--- src/hw/abu_pkg.sv ---
// Package for the address breakpoint unit: register map, fields, reset values
package abu_pkg;
  localparam logic [7:0] ABU_OFF_CTRL = 8'h00;
  localparam logic [7:0] ABU_OFF_ADDR_HI = 8'h04;
  localparam logic [7:0] ABU_OFF_ADDR_LO = 8'h08;
  localparam logic [7:0] ABU_OFF_AUX = 8'h0C;
  localparam logic [7:0] ABU_OFF_WAIT_STAT = 8'h10;
  localparam logic [7:0] ABU_OFF_FLAG_CTRL = 8'h14;
  localparam int ABU_BIT_ENABLE = 7;
  localparam int ABU_BIT_ACTIVE = 6;
  localparam int ABU_BIT_WDOG_DIS = 0;
  localparam int ABU_BIT_WAIT_EXIT = 1;
  localparam int ABU_BIT_CLR_EN = 7;
  localparam logic [7:0] ABU_RST_BYTE = 8'h00;
  localparam logic [15:0] ABU_VEC_NORMAL = 16'hFFFC;
  localparam logic [15:0] ABU_VEC_MONITOR = 16'hFEFC;
  localparam logic [7:0] ABU_SWI_OPCODE = 8'h01;

  typedef struct packed {
    logic [15:0] addr;
    logic opcode_fetch;
    logic instr_boundary;
    logic rti_done;
  } abu_cpu_t;

  typedef struct packed {
    logic wait_mode;
    logic stop_mode;
    logic monitor_mode;
    logic emulation_mode;
    logic wait_exit;
  } abu_sys_t;

  typedef enum logic [1:0] {
    ABU_IDLE = 2'b00,
    ABU_PEND = 2'b01,
    ABU_BREAK = 2'b10
  } abu_state_t;
endpackage

--- src/hw/abu_top.sv ---
// Address breakpoint unit with APB register slave
//
// The APB interface to the registers and the address map were left to the implementer.
`timescale 1ns/100ps
module abu_top
  import abu_pkg::*;
(
  input wire logic clk,
  input wire logic arst_n,
  input wire logic psel,
  input wire logic penable,
  input wire logic pwrite,
  input wire logic [7:0] paddr,
  input wire logic [31:0] pwdata,
  output logic [31:0] prdata,
  output logic pready,
  output logic pslverr,
  input wire abu_pkg::abu_cpu_t cpu,
  input wire abu_pkg::abu_sys_t sys,
  output logic breakpoint_request,
  output logic [15:0] break_vector,
  output logic [7:0] software_interrupt_opcode,
  output logic in_break,
  output logic timer_halt,
  output logic watchdog_suppress,
  output logic flag_clear_allowed
);
  import abu_pkg::*;

  logic rst_meta;
  logic rst_n;
  logic [7:0] break_address_high;
  logic [7:0] break_address_low;
  logic break_enable_bit;
  logic break_active_bit;
  logic break_watchdog_disable;
  logic wait_exit_by_break_flag;
  logic break_flag_clear_enable;
  logic armed;
  abu_state_t state;
  logic wr_acc;
  logic rd_acc;
  logic addr_hit;
  logic mapped;

  always_ff @(posedge clk or negedge arst_n)
  begin
    if (!arst_n)
    begin
      rst_meta <= 1'b0;
      rst_n <= 1'b0;
    end
    else
    begin
      rst_meta <= 1'b1;
      rst_n <= rst_meta;
    end
  end

  assign wr_acc = psel && penable && pwrite;
  assign rd_acc = psel && penable && !pwrite;
  assign mapped = (paddr == ABU_OFF_CTRL) || (paddr == ABU_OFF_ADDR_HI) ||
    (paddr == ABU_OFF_ADDR_LO) || (paddr == ABU_OFF_AUX) ||
    (paddr == ABU_OFF_WAIT_STAT) || (paddr == ABU_OFF_FLAG_CTRL);

  // CPU program-counter address, enabled, not in low power, armed
  assign addr_hit = cpu.opcode_fetch && break_enable_bit && armed &&
    (cpu.addr == {break_address_high, break_address_low}) &&
    !sys.wait_mode && !sys.stop_mode;

  // Address registers
  always_ff @(posedge clk or negedge rst_n)
  begin
    if (!rst_n)
    begin
      break_address_high <= ABU_RST_BYTE;
      break_address_low <= ABU_RST_BYTE;
    end
    else if (wr_acc && paddr == ABU_OFF_ADDR_HI)
      break_address_high <= pwdata[7:0];
    else if (wr_acc && paddr == ABU_OFF_ADDR_LO)
      break_address_low <= pwdata[7:0];
  end

  // Control bits
  always_ff @(posedge clk or negedge rst_n)
  begin
    if (!rst_n)
    begin
      break_enable_bit <= 1'b0;
      break_watchdog_disable <= 1'b0;
      break_flag_clear_enable <= 1'b0;
    end
    else if (wr_acc)
    begin
      if (paddr == ABU_OFF_CTRL)
        break_enable_bit <= pwdata[ABU_BIT_ENABLE];
      if (paddr == ABU_OFF_AUX)
        break_watchdog_disable <= pwdata[ABU_BIT_WDOG_DIS];
      if (paddr == ABU_OFF_FLAG_CTRL)
        break_flag_clear_enable <= pwdata[ABU_BIT_CLR_EN];
    end
  end

  // Active bit: hardware set wins over software clear
  always_ff @(posedge clk or negedge rst_n)
  begin
    if (!rst_n)
      break_active_bit <= 1'b0;
    else if (addr_hit)
      break_active_bit <= 1'b1;
    else if (wr_acc && paddr == ABU_OFF_CTRL)
      break_active_bit <= pwdata[ABU_BIT_ACTIVE];
  end

  // Clearing the active bit in the break state with an unchanged address disarms further matches
  always_ff @(posedge clk or negedge rst_n)
  begin
    if (!rst_n)
      armed <= 1'b1;
    else if (wr_acc && (paddr == ABU_OFF_ADDR_HI || paddr == ABU_OFF_ADDR_LO))
      armed <= 1'b1;
    else if (wr_acc && paddr == ABU_OFF_CTRL && !pwdata[ABU_BIT_ACTIVE] &&
      state == ABU_BREAK)
      armed <= 1'b0;
  end

  // Wait-exit flag only meaningful in emulation mode
  always_ff @(posedge clk or negedge rst_n)
  begin
    if (!rst_n)
      wait_exit_by_break_flag <= 1'b0;
    else if (sys.emulation_mode && sys.wait_exit && state == ABU_PEND)
      wait_exit_by_break_flag <= 1'b1;
    else if (state == ABU_IDLE)
      wait_exit_by_break_flag <= 1'b0;
  end

  // Break sequencing: request pends until the next instruction boundary
  always_ff @(posedge clk or negedge rst_n)
  begin
    if (!rst_n)
    begin
      state <= ABU_IDLE;
    end
    else
    begin
      case (state)
        ABU_IDLE:
        begin
          if (addr_hit || (wr_acc && paddr == ABU_OFF_CTRL && pwdata[ABU_BIT_ACTIVE]))
            state <= ABU_PEND;
        end
        ABU_PEND:
          // Any pending break, address match or software, is taken at the next instruction boundary
          if (cpu.instr_boundary)
            state <= ABU_BREAK;
        ABU_BREAK:
          if (cpu.rti_done)
            state <= ABU_IDLE;
        default:
          state <= ABU_IDLE;
      endcase
    end
  end

  // Outputs to CPU and system integration logic
  always_ff @(posedge clk or negedge rst_n)
  begin
    if (!rst_n)
    begin
      breakpoint_request <= 1'b0;
      break_vector <= ABU_VEC_NORMAL;
      software_interrupt_opcode <= ABU_SWI_OPCODE;
      in_break <= 1'b0;
      timer_halt <= 1'b0;
      watchdog_suppress <= 1'b0;
      flag_clear_allowed <= 1'b1;
    end
    else
    begin
      breakpoint_request <= (state == ABU_PEND);
      break_vector <= sys.monitor_mode ? ABU_VEC_MONITOR : ABU_VEC_NORMAL;
      software_interrupt_opcode <= ABU_SWI_OPCODE;
      in_break <= (state == ABU_BREAK);
      timer_halt <= (state == ABU_BREAK);
      watchdog_suppress <= (state == ABU_BREAK) && sys.monitor_mode &&
        break_watchdog_disable;
      flag_clear_allowed <= (state != ABU_BREAK) || break_flag_clear_enable;
    end
  end

  // APB slave: zero wait states, error on unmapped address
  always_ff @(posedge clk or negedge rst_n)
  begin
    if (!rst_n)
    begin
      prdata <= 32'h0000_0000;
      pready <= 1'b0;
      pslverr <= 1'b0;
    end
    else
    begin
      pready <= psel && !penable;
      pslverr <= psel && !penable && !mapped;
      prdata <= 32'h0000_0000;
      if (psel && !penable && !pwrite)
      begin
        case (paddr)
          ABU_OFF_CTRL:
            prdata[7:6] <= {break_enable_bit, break_active_bit};
          ABU_OFF_ADDR_HI:
            prdata[7:0] <= break_address_high;
          ABU_OFF_ADDR_LO:
            prdata[7:0] <= break_address_low;
          ABU_OFF_AUX:
            prdata[ABU_BIT_WDOG_DIS] <= break_watchdog_disable;
          ABU_OFF_WAIT_STAT:
            prdata[ABU_BIT_WAIT_EXIT] <= wait_exit_by_break_flag;
          ABU_OFF_FLAG_CTRL:
            prdata[ABU_BIT_CLR_EN] <= break_flag_clear_enable;
          default:
            prdata <= 32'h0000_0000;
        endcase
      end
    end
  end

  AST_NO_LOWPOWER_HIT: assert property (@(posedge clk) disable iff (!rst_n)
    (sys.wait_mode || sys.stop_mode) |-> !addr_hit)
    else $error("Break hit in low power mode");
  AST_MATCH_SETS_ACTIVE: assert property (@(posedge clk) disable iff (!rst_n)
    addr_hit |=> break_active_bit)
    else $error("Match did not set active bit");
  AST_MATCH_NEEDS_ENABLE: assert property (@(posedge clk) disable iff (!rst_n)
    (addr_hit && state == ABU_IDLE) |-> break_enable_bit ##1 state == ABU_PEND)
    else $error("Match without enable or no pend");
  AST_REQ_FOLLOWS_PEND: assert property (@(posedge clk) disable iff (!rst_n)
    state == ABU_PEND |=> breakpoint_request)
    else $error("Request not raised");
  AST_SW_BREAK: assert property (@(posedge clk) disable iff (!rst_n)
    (state == ABU_IDLE && wr_acc && paddr == ABU_OFF_CTRL && pwdata[ABU_BIT_ACTIVE])
    |=> state == ABU_PEND)
    else $error("Software break not pended");
  AST_BOUNDARY: assert property (@(posedge clk) disable iff (!rst_n)
    (state == ABU_PEND && !cpu.instr_boundary) |=> state == ABU_PEND)
    else $error("Break taken off instruction boundary");
  AST_RTI_ENDS: assert property (@(posedge clk) disable iff (!rst_n)
    (state == ABU_BREAK && cpu.rti_done) |=> state == ABU_IDLE ##1 !timer_halt)
    else $error("Return did not end break");
  AST_TIMER_HALT: assert property (@(posedge clk) disable iff (!rst_n)
    state == ABU_BREAK |=> timer_halt)
    else $error("Timer not halted");
  AST_FLAG_BLOCK: assert property (@(posedge clk) disable iff (!rst_n)
    (state == ABU_BREAK && !break_flag_clear_enable) |=> !flag_clear_allowed)
    else $error("Flag clear not blocked");
  AST_WDOG: assert property (@(posedge clk) disable iff (!rst_n)
    (state == ABU_BREAK && sys.monitor_mode && break_watchdog_disable)
    |=> watchdog_suppress)
    else $error("Watchdog not suppressed");
  AST_DISARM: assert property (@(posedge clk) disable iff (!rst_n)
    !armed |-> !addr_hit)
    else $error("Disarmed unit hit");


  // Register and output checks
  AST_VEC_MONITOR: assert property (@(posedge clk) disable iff (!rst_n)
    sys.monitor_mode |=> break_vector == ABU_VEC_MONITOR)
    else $error("Monitor vector not selected");
  AST_VEC_NORMAL: assert property (@(posedge clk) disable iff (!rst_n)
    !sys.monitor_mode |=> break_vector == ABU_VEC_NORMAL)
    else $error("Normal vector not selected");
  AST_ACTIVE_CLEAR: assert property (@(posedge clk) disable iff (!rst_n)
    (wr_acc && paddr == ABU_OFF_CTRL && !pwdata[ABU_BIT_ACTIVE] && !addr_hit)
    |=> !break_active_bit)
    else $error("Active bit not cleared by write");
  AST_ENABLE_WRITE: assert property (@(posedge clk) disable iff (!rst_n)
    (wr_acc && paddr == ABU_OFF_CTRL) |=> break_enable_bit == $past(pwdata[ABU_BIT_ENABLE]))
    else $error("Enable bit write lost");
  AST_NO_HIT_DISABLED: assert property (@(posedge clk) disable iff (!rst_n)
    !break_enable_bit |-> !addr_hit)
    else $error("Match while disabled");
  AST_DISARM_ON_CLEAR: assert property (@(posedge clk) disable iff (!rst_n)
    (wr_acc && paddr == ABU_OFF_CTRL && !pwdata[ABU_BIT_ACTIVE] && state == ABU_BREAK)
    |=> !armed)
    else $error("Clear in break did not disarm");
  AST_REARM: assert property (@(posedge clk) disable iff (!rst_n)
    (wr_acc && (paddr == ABU_OFF_ADDR_HI || paddr == ABU_OFF_ADDR_LO)) |=> armed)
    else $error("Address write did not rearm");
  AST_ADDR_HI_WRITE: assert property (@(posedge clk) disable iff (!rst_n)
    (wr_acc && paddr == ABU_OFF_ADDR_HI) |=> break_address_high == $past(pwdata[7:0]))
    else $error("High address write lost");
  AST_ADDR_LO_WRITE: assert property (@(posedge clk) disable iff (!rst_n)
    (wr_acc && paddr == ABU_OFF_ADDR_LO) |=> break_address_low == $past(pwdata[7:0]))
    else $error("Low address write lost");
  AST_AUX_WRITE: assert property (@(posedge clk) disable iff (!rst_n)
    (wr_acc && paddr == ABU_OFF_AUX)
    |=> break_watchdog_disable == $past(pwdata[ABU_BIT_WDOG_DIS]))
    else $error("Watchdog disable write lost");
  AST_IN_BREAK: assert property (@(posedge clk) disable iff (!rst_n)
    state == ABU_BREAK |=> in_break)
    else $error("Break state not shown");
  AST_REQ_DROP: assert property (@(posedge clk) disable iff (!rst_n)
    state == ABU_BREAK |=> !breakpoint_request)
    else $error("Request held in break");
  AST_WAIT_EXIT_SET: assert property (@(posedge clk) disable iff (!rst_n)
    (sys.emulation_mode && sys.wait_exit && state == ABU_PEND) |=> wait_exit_by_break_flag)
    else $error("Wait-exit flag not set");
  AST_WAIT_EXIT_CLR: assert property (@(posedge clk) disable iff (!rst_n)
    state == ABU_IDLE |=> !wait_exit_by_break_flag)
    else $error("Wait-exit flag not cleared");
  AST_FLAG_ALLOW: assert property (@(posedge clk) disable iff (!rst_n)
    state != ABU_BREAK |=> flag_clear_allowed)
    else $error("Flag clear blocked outside break");
  AST_WDOG_OFF: assert property (@(posedge clk) disable iff (!rst_n)
    state != ABU_BREAK |=> !watchdog_suppress)
    else $error("Watchdog suppressed outside break");
  AST_TIMER_RUN: assert property (@(posedge clk) disable iff (!rst_n)
    state != ABU_BREAK |=> !timer_halt)
    else $error("Timer halted outside break");

  COV_MONITOR_BREAK: cover property (@(posedge clk) disable iff (!rst_n)
    in_break && watchdog_suppress);
  COV_WAIT_EXIT: cover property (@(posedge clk) disable iff (!rst_n)
    in_break && wait_exit_by_break_flag);
  COV_ADDR_BREAK: cover property (@(posedge clk) disable iff (!rst_n)
    addr_hit ##[1:20] state == ABU_BREAK);
  COV_SW_BREAK: cover property (@(posedge clk) disable iff (!rst_n)
    (wr_acc && paddr == ABU_OFF_CTRL && pwdata[ABU_BIT_ACTIVE]) ##[1:20] in_break);
  COV_RTI: cover property (@(posedge clk) disable iff (!rst_n)
    state == ABU_BREAK ##1 state == ABU_IDLE);
endmodule

--- config.mk ---
export PLATFORM = sky130hd
export DESIGN_NAME = abu_top
export DESIGN_NICKNAME = d
export VERILOG_FILES = /design/src/hw/abu_pkg.sv /design/src/hw/abu_top.sv
export SDC_FILE = /design/constraint.sdc
export NUM_CORES = 1
export LEC_CHECK = 0
export BUFFER_PORTS_ARGS = -buffer_cell sky130_fd_sc_hd__buf_4
export CORE_MARGIN = 10
export CORE_UTILIZATION = 44
export DETAILED_ROUTE_END_ITERATION = 12
export PLACE_DENSITY = 0.85
export SETUP_SLACK_MARGIN = 0.4
export SLEW_MARGIN = 20
export SYNTH_ARGS = -nofsm -noshare
export SYNTH_HDL_FRONTEND = slang
export SYNTH_SLANG_ARGS = --single-unit
--- constraint.sdc ---
create_clock -name clk -period 1.6 [get_ports clk]
set_input_delay 0.08 -clock clk [delete_from_list [all_inputs] [get_ports clk]]
set_output_delay 0.08 -clock clk [all_outputs]
set_load 0.02 [all_outputs]
==> reports/metrics.yaml <==
outcome:
  status: "finished, final reports clean"
yosys:
  synth_top_family_by_area: "buffers and inverters"
  synth-seq-area-share_pct: 44.7
  synth_compound_area_share_pct: 4.34
  ys_types: 36
  synth_xor_area_share_pct: 6.08
  syn_area_per_cell_um2: 11.2
  synth_mux_area_share_pct: 13.6
  synth_flop_cell: "dfrtp_1"
  yosys_warnings: 0
  synth-seq-cells: 41
  synthAdderAreaFrac_pct: 0
  synth_edf_count: 0
  synth-simple-area-share_pct: 13.2
  synth_cells: 205
  syn-cell-area_mm2: 0.00231
  async_reset_ff_share_pct: 100
clock_network:
  clkSinkCount: 41
  clk_latency_ns: 0.30
  cts_max_level: 2
  ctsRootBufferMaster: "clkbuf_8"
  path_clk_slew_ns: 0.09
  cts_tree: "yes"
  cts_max_path_buffers: 2
  cts_buffers: 5
worst_setup_path:
  ff2ff_setup_slack_ns: 0.17
  criticalPathCategory: "flop to flop"
  required_ns: 1.82
  slowest_delay_ns: 0.41
  crit_path_start_kind: "flop"
  arrival_ns: 1.65
  slowest_stage: "dfrtp_1"
  path_max_fanout: 2
  worstPathCellList: "xnor2_1 -> nand4_1 -> nor3_2 -> nand4_1 -> a31oi_1"
  cpMostUsedCell: "nand4_1"
  r2r-start: "break_address_high[5]$_DFFE_PN0P_"
  critPathLaunch: "break_address_high[5]$_DFFE_PN0P_"
  cp-end-kind: "flop"
  regToRegEndpoint: "state[0]$_DFFE_PN0P_"
  rr_worst_depth: 5
die:
  fp.dieH_um: 92.4
  io_pins: 132
  initial_core_util_pct: 45.1
  chipWidth_um: 92.4
  rows: 26
  die-area_mm2: 0.00854
  coreArea_mm2: 0.00511
detailed_routing:
  wl_per_cell_um: 16.7
  vias: 1679
  vias_per_cell: 4.66
  drc: 0
  postRouteAntennaNets: 0
  dr.pass1.iters: 4
  drt-initial-drc-count: 145
  finalWirelength_um: 6020
sta:
  drv_slew: 0
  post-route-min-period_ns: 1.43
  setup_viol: 0
  fmax_ghz: 0.701
  fin_skew_ns: 0.00900
  finalCritPeriodShare_pct: 89.2
  tns_ns: 0
  grt_setup_unrepaired: "yes"
  final_hold_viol_count: 0
cells_and_area:
  regArea_mm2: 0.00103
  fillCellCount: 424
  multi_input_area_mm2: 0.00112
  finish.utilization_pct: 59.2
  syn_to_final_growth_pct: 31.0
  final_nets: 358
  diodes: 0
  drive_gt1_share_pct: 42.8
grt:
  grt_usage_pct: 13.2
  grt_max_degree: 40
  overflow: 0
  antenna_found_initial: 0
  grt_pass1_vias: 1892
  grt_pass1_wl_um: 9180
place:
  gp_congestion: 0.809
  io_buffer_count: 60
  dpl.hpwl_um: 4480
min_path:
  hold_path_class: "primary input to flop"
  whs_endpoint: "break_address_high[4]$_DFFE_PN0P_"
  min_from: "pwdata[4]"
  worstHoldPathCells: 2
power_and_ir_drop:
  power.density_mw_per_mm2: 773
  leakagePower_uw: 0.00157
  ir_worst_vdd_v: 0.000494
flow_run:
  maxCapViolCount: 0
-- layout make-up --
type	instances	share of cell area, %
repair buffers	82	21.4
well taps	70	2.90
clock buffers	6	2.73
clock inverters	2	1.24
flip-flops and latches	41	34.1
inverters	4	0.497
multi-input cells	155	37.1
-- through the flow --
step	cell area, um^2	cells	hold WS, ns	power, uW	setup WS (ns)
2_1_floorplan	2480	251	-0.216	1390	0.261
3_3_place_gp	2690	335	-0.137	1440	0.0757
3_5_place_dp	2690	335	-0.134	1440	0.0596
4_1_cts	2940	356	0.0189	2330	0.312
5_1_grt	3020	360	0.0166	2420	0.0864
6_report	3020	360	0.0239	2340	0.173
-- state kept, by name (all words and copies together) (netlist names) --
name / flops
armed: 1
break_active_bit: 1
break_address_high: 8
break_address_low: 8
break_enable_bit: 1
break_flag_clear_enable: 1
break_vector: 1
break_watchdog_disable: 1
breakpoint_request: 1
flag_clear_allowed: 1
prdata: 8
pready: 1
pslverr: 1
rst_meta: 1
rst_n: 1
state: 2
timer_halt: 1
wait_exit_by_break_flag: 1
watchdog_suppress: 1
-- how the worst max path moves through the flow --
stage,endpoint,slack (ns)
final,state[0]$_DFFE_PN0P_,0.17
after floorplan,break_address_high[0]$_DFFE_PN0P_,0.26
after CTS,state[0]$_DFFE_PN0P_,0.31
after global routing,state[0]$_DFFE_PN0P_,0.09
after global placement,break_address_low[5]$_DFFE_PN0P_,0.08
after detailed placement,break_address_low[3]$_DFFE_PN0P_,0.06
-- per-layer routing --
layer / global-route usage (%) / routed length (um) / up-vias
li1: - / - / 762
met1: 14.5 / 2350 / 812
met2: 22.9 / 3010 / 94
met3: 4.12 / 562 / 11
met4: 6.04 / 108 / 0
met5: 0 / 0 / -
-- worst max-delay path: cells and delay by family (launching register included) --
| kind | cells | cell delay (ns) |
|---|---|---|
| xor+xnor | 1 | 0.21 |
| compound gates | 1 | 0.17 |
| simple gates | 3 | 0.57 |
| flops | 1 | 0.41 |
-- power by group --
group          switching, uW  internal (uW)  total [uW]  leakage [uW]
Clock                    367            507         875     0.0000574
Sequential              16.0           1060        1080      0.000553
Combinational            231            151         382      0.000961
-- synthesized netlist by cell type (2+ instances only) --
master / n / area [um^2]
nand4_1: 5 / 31.3
a21oi_1: 3 / 15.0
nor2_1: 12 / 45.0
nor3_1: 5 / 25.0
nor2b_1: 3 / 18.8
nand2b_1: 3 / 18.8
nor4_1: 2 / 12.5
inv_1: 4 / 15.0
dfrtp_1: 38 / 951
mux2i_1: 2 / 20.0
dfstp_2: 3 / 78.8
conb_1: 2 / 7.51
nand3_1: 4 / 20.0
buf_2: 2 / 10.0
xor2_1: 4 / 35.0
a22oi_1: 5 / 37.5
o21ai_0: 2 / 10.0
xnor2_1: 12 / 105
and3_1: 3 / 18.8
nand2_8: 2 / 40.0
nand2_1: 8 / 30.0
mux2_4: 18 / 270
buf_4: 50 / 375
-- cell usage in the layout, fill, tap and decap left out, types with 5 or more instances in the layout --
master,instances
buf_4,75
conb_1,48
dfrtp_1,37
mux2_4,18
nor2_1,12
xnor2_1,9
nand2_1,8
clkbuf_8,6
a22oi_1,5
nand4_1,5
-- cell families (layout without fill, tap and decap cells) --
logic type / after synthesis / count (layout)
AOI/OAI and AO/OA: 15 / 15
DFF: 41 / 41
other: 2 / 48
and+or+nand+nor: 52 / 54
xor gates and xnor gates: 16 / 16
buffers and inverters: 57 / 94
muxes: 22 / 22
-- repair_timing --
action / in CTS / in global routing
hold buffers: 4 / 0
gates resized for setup: 4 / 9
endpoints found under the hold margin: 5 / 0
gates cloned: 2 / 0
endpoints found under the setup margin: 19 / 24
pin swaps: 12 / 8
buffers inserted: 7 / 4
(Power assumes the default switching activity.)
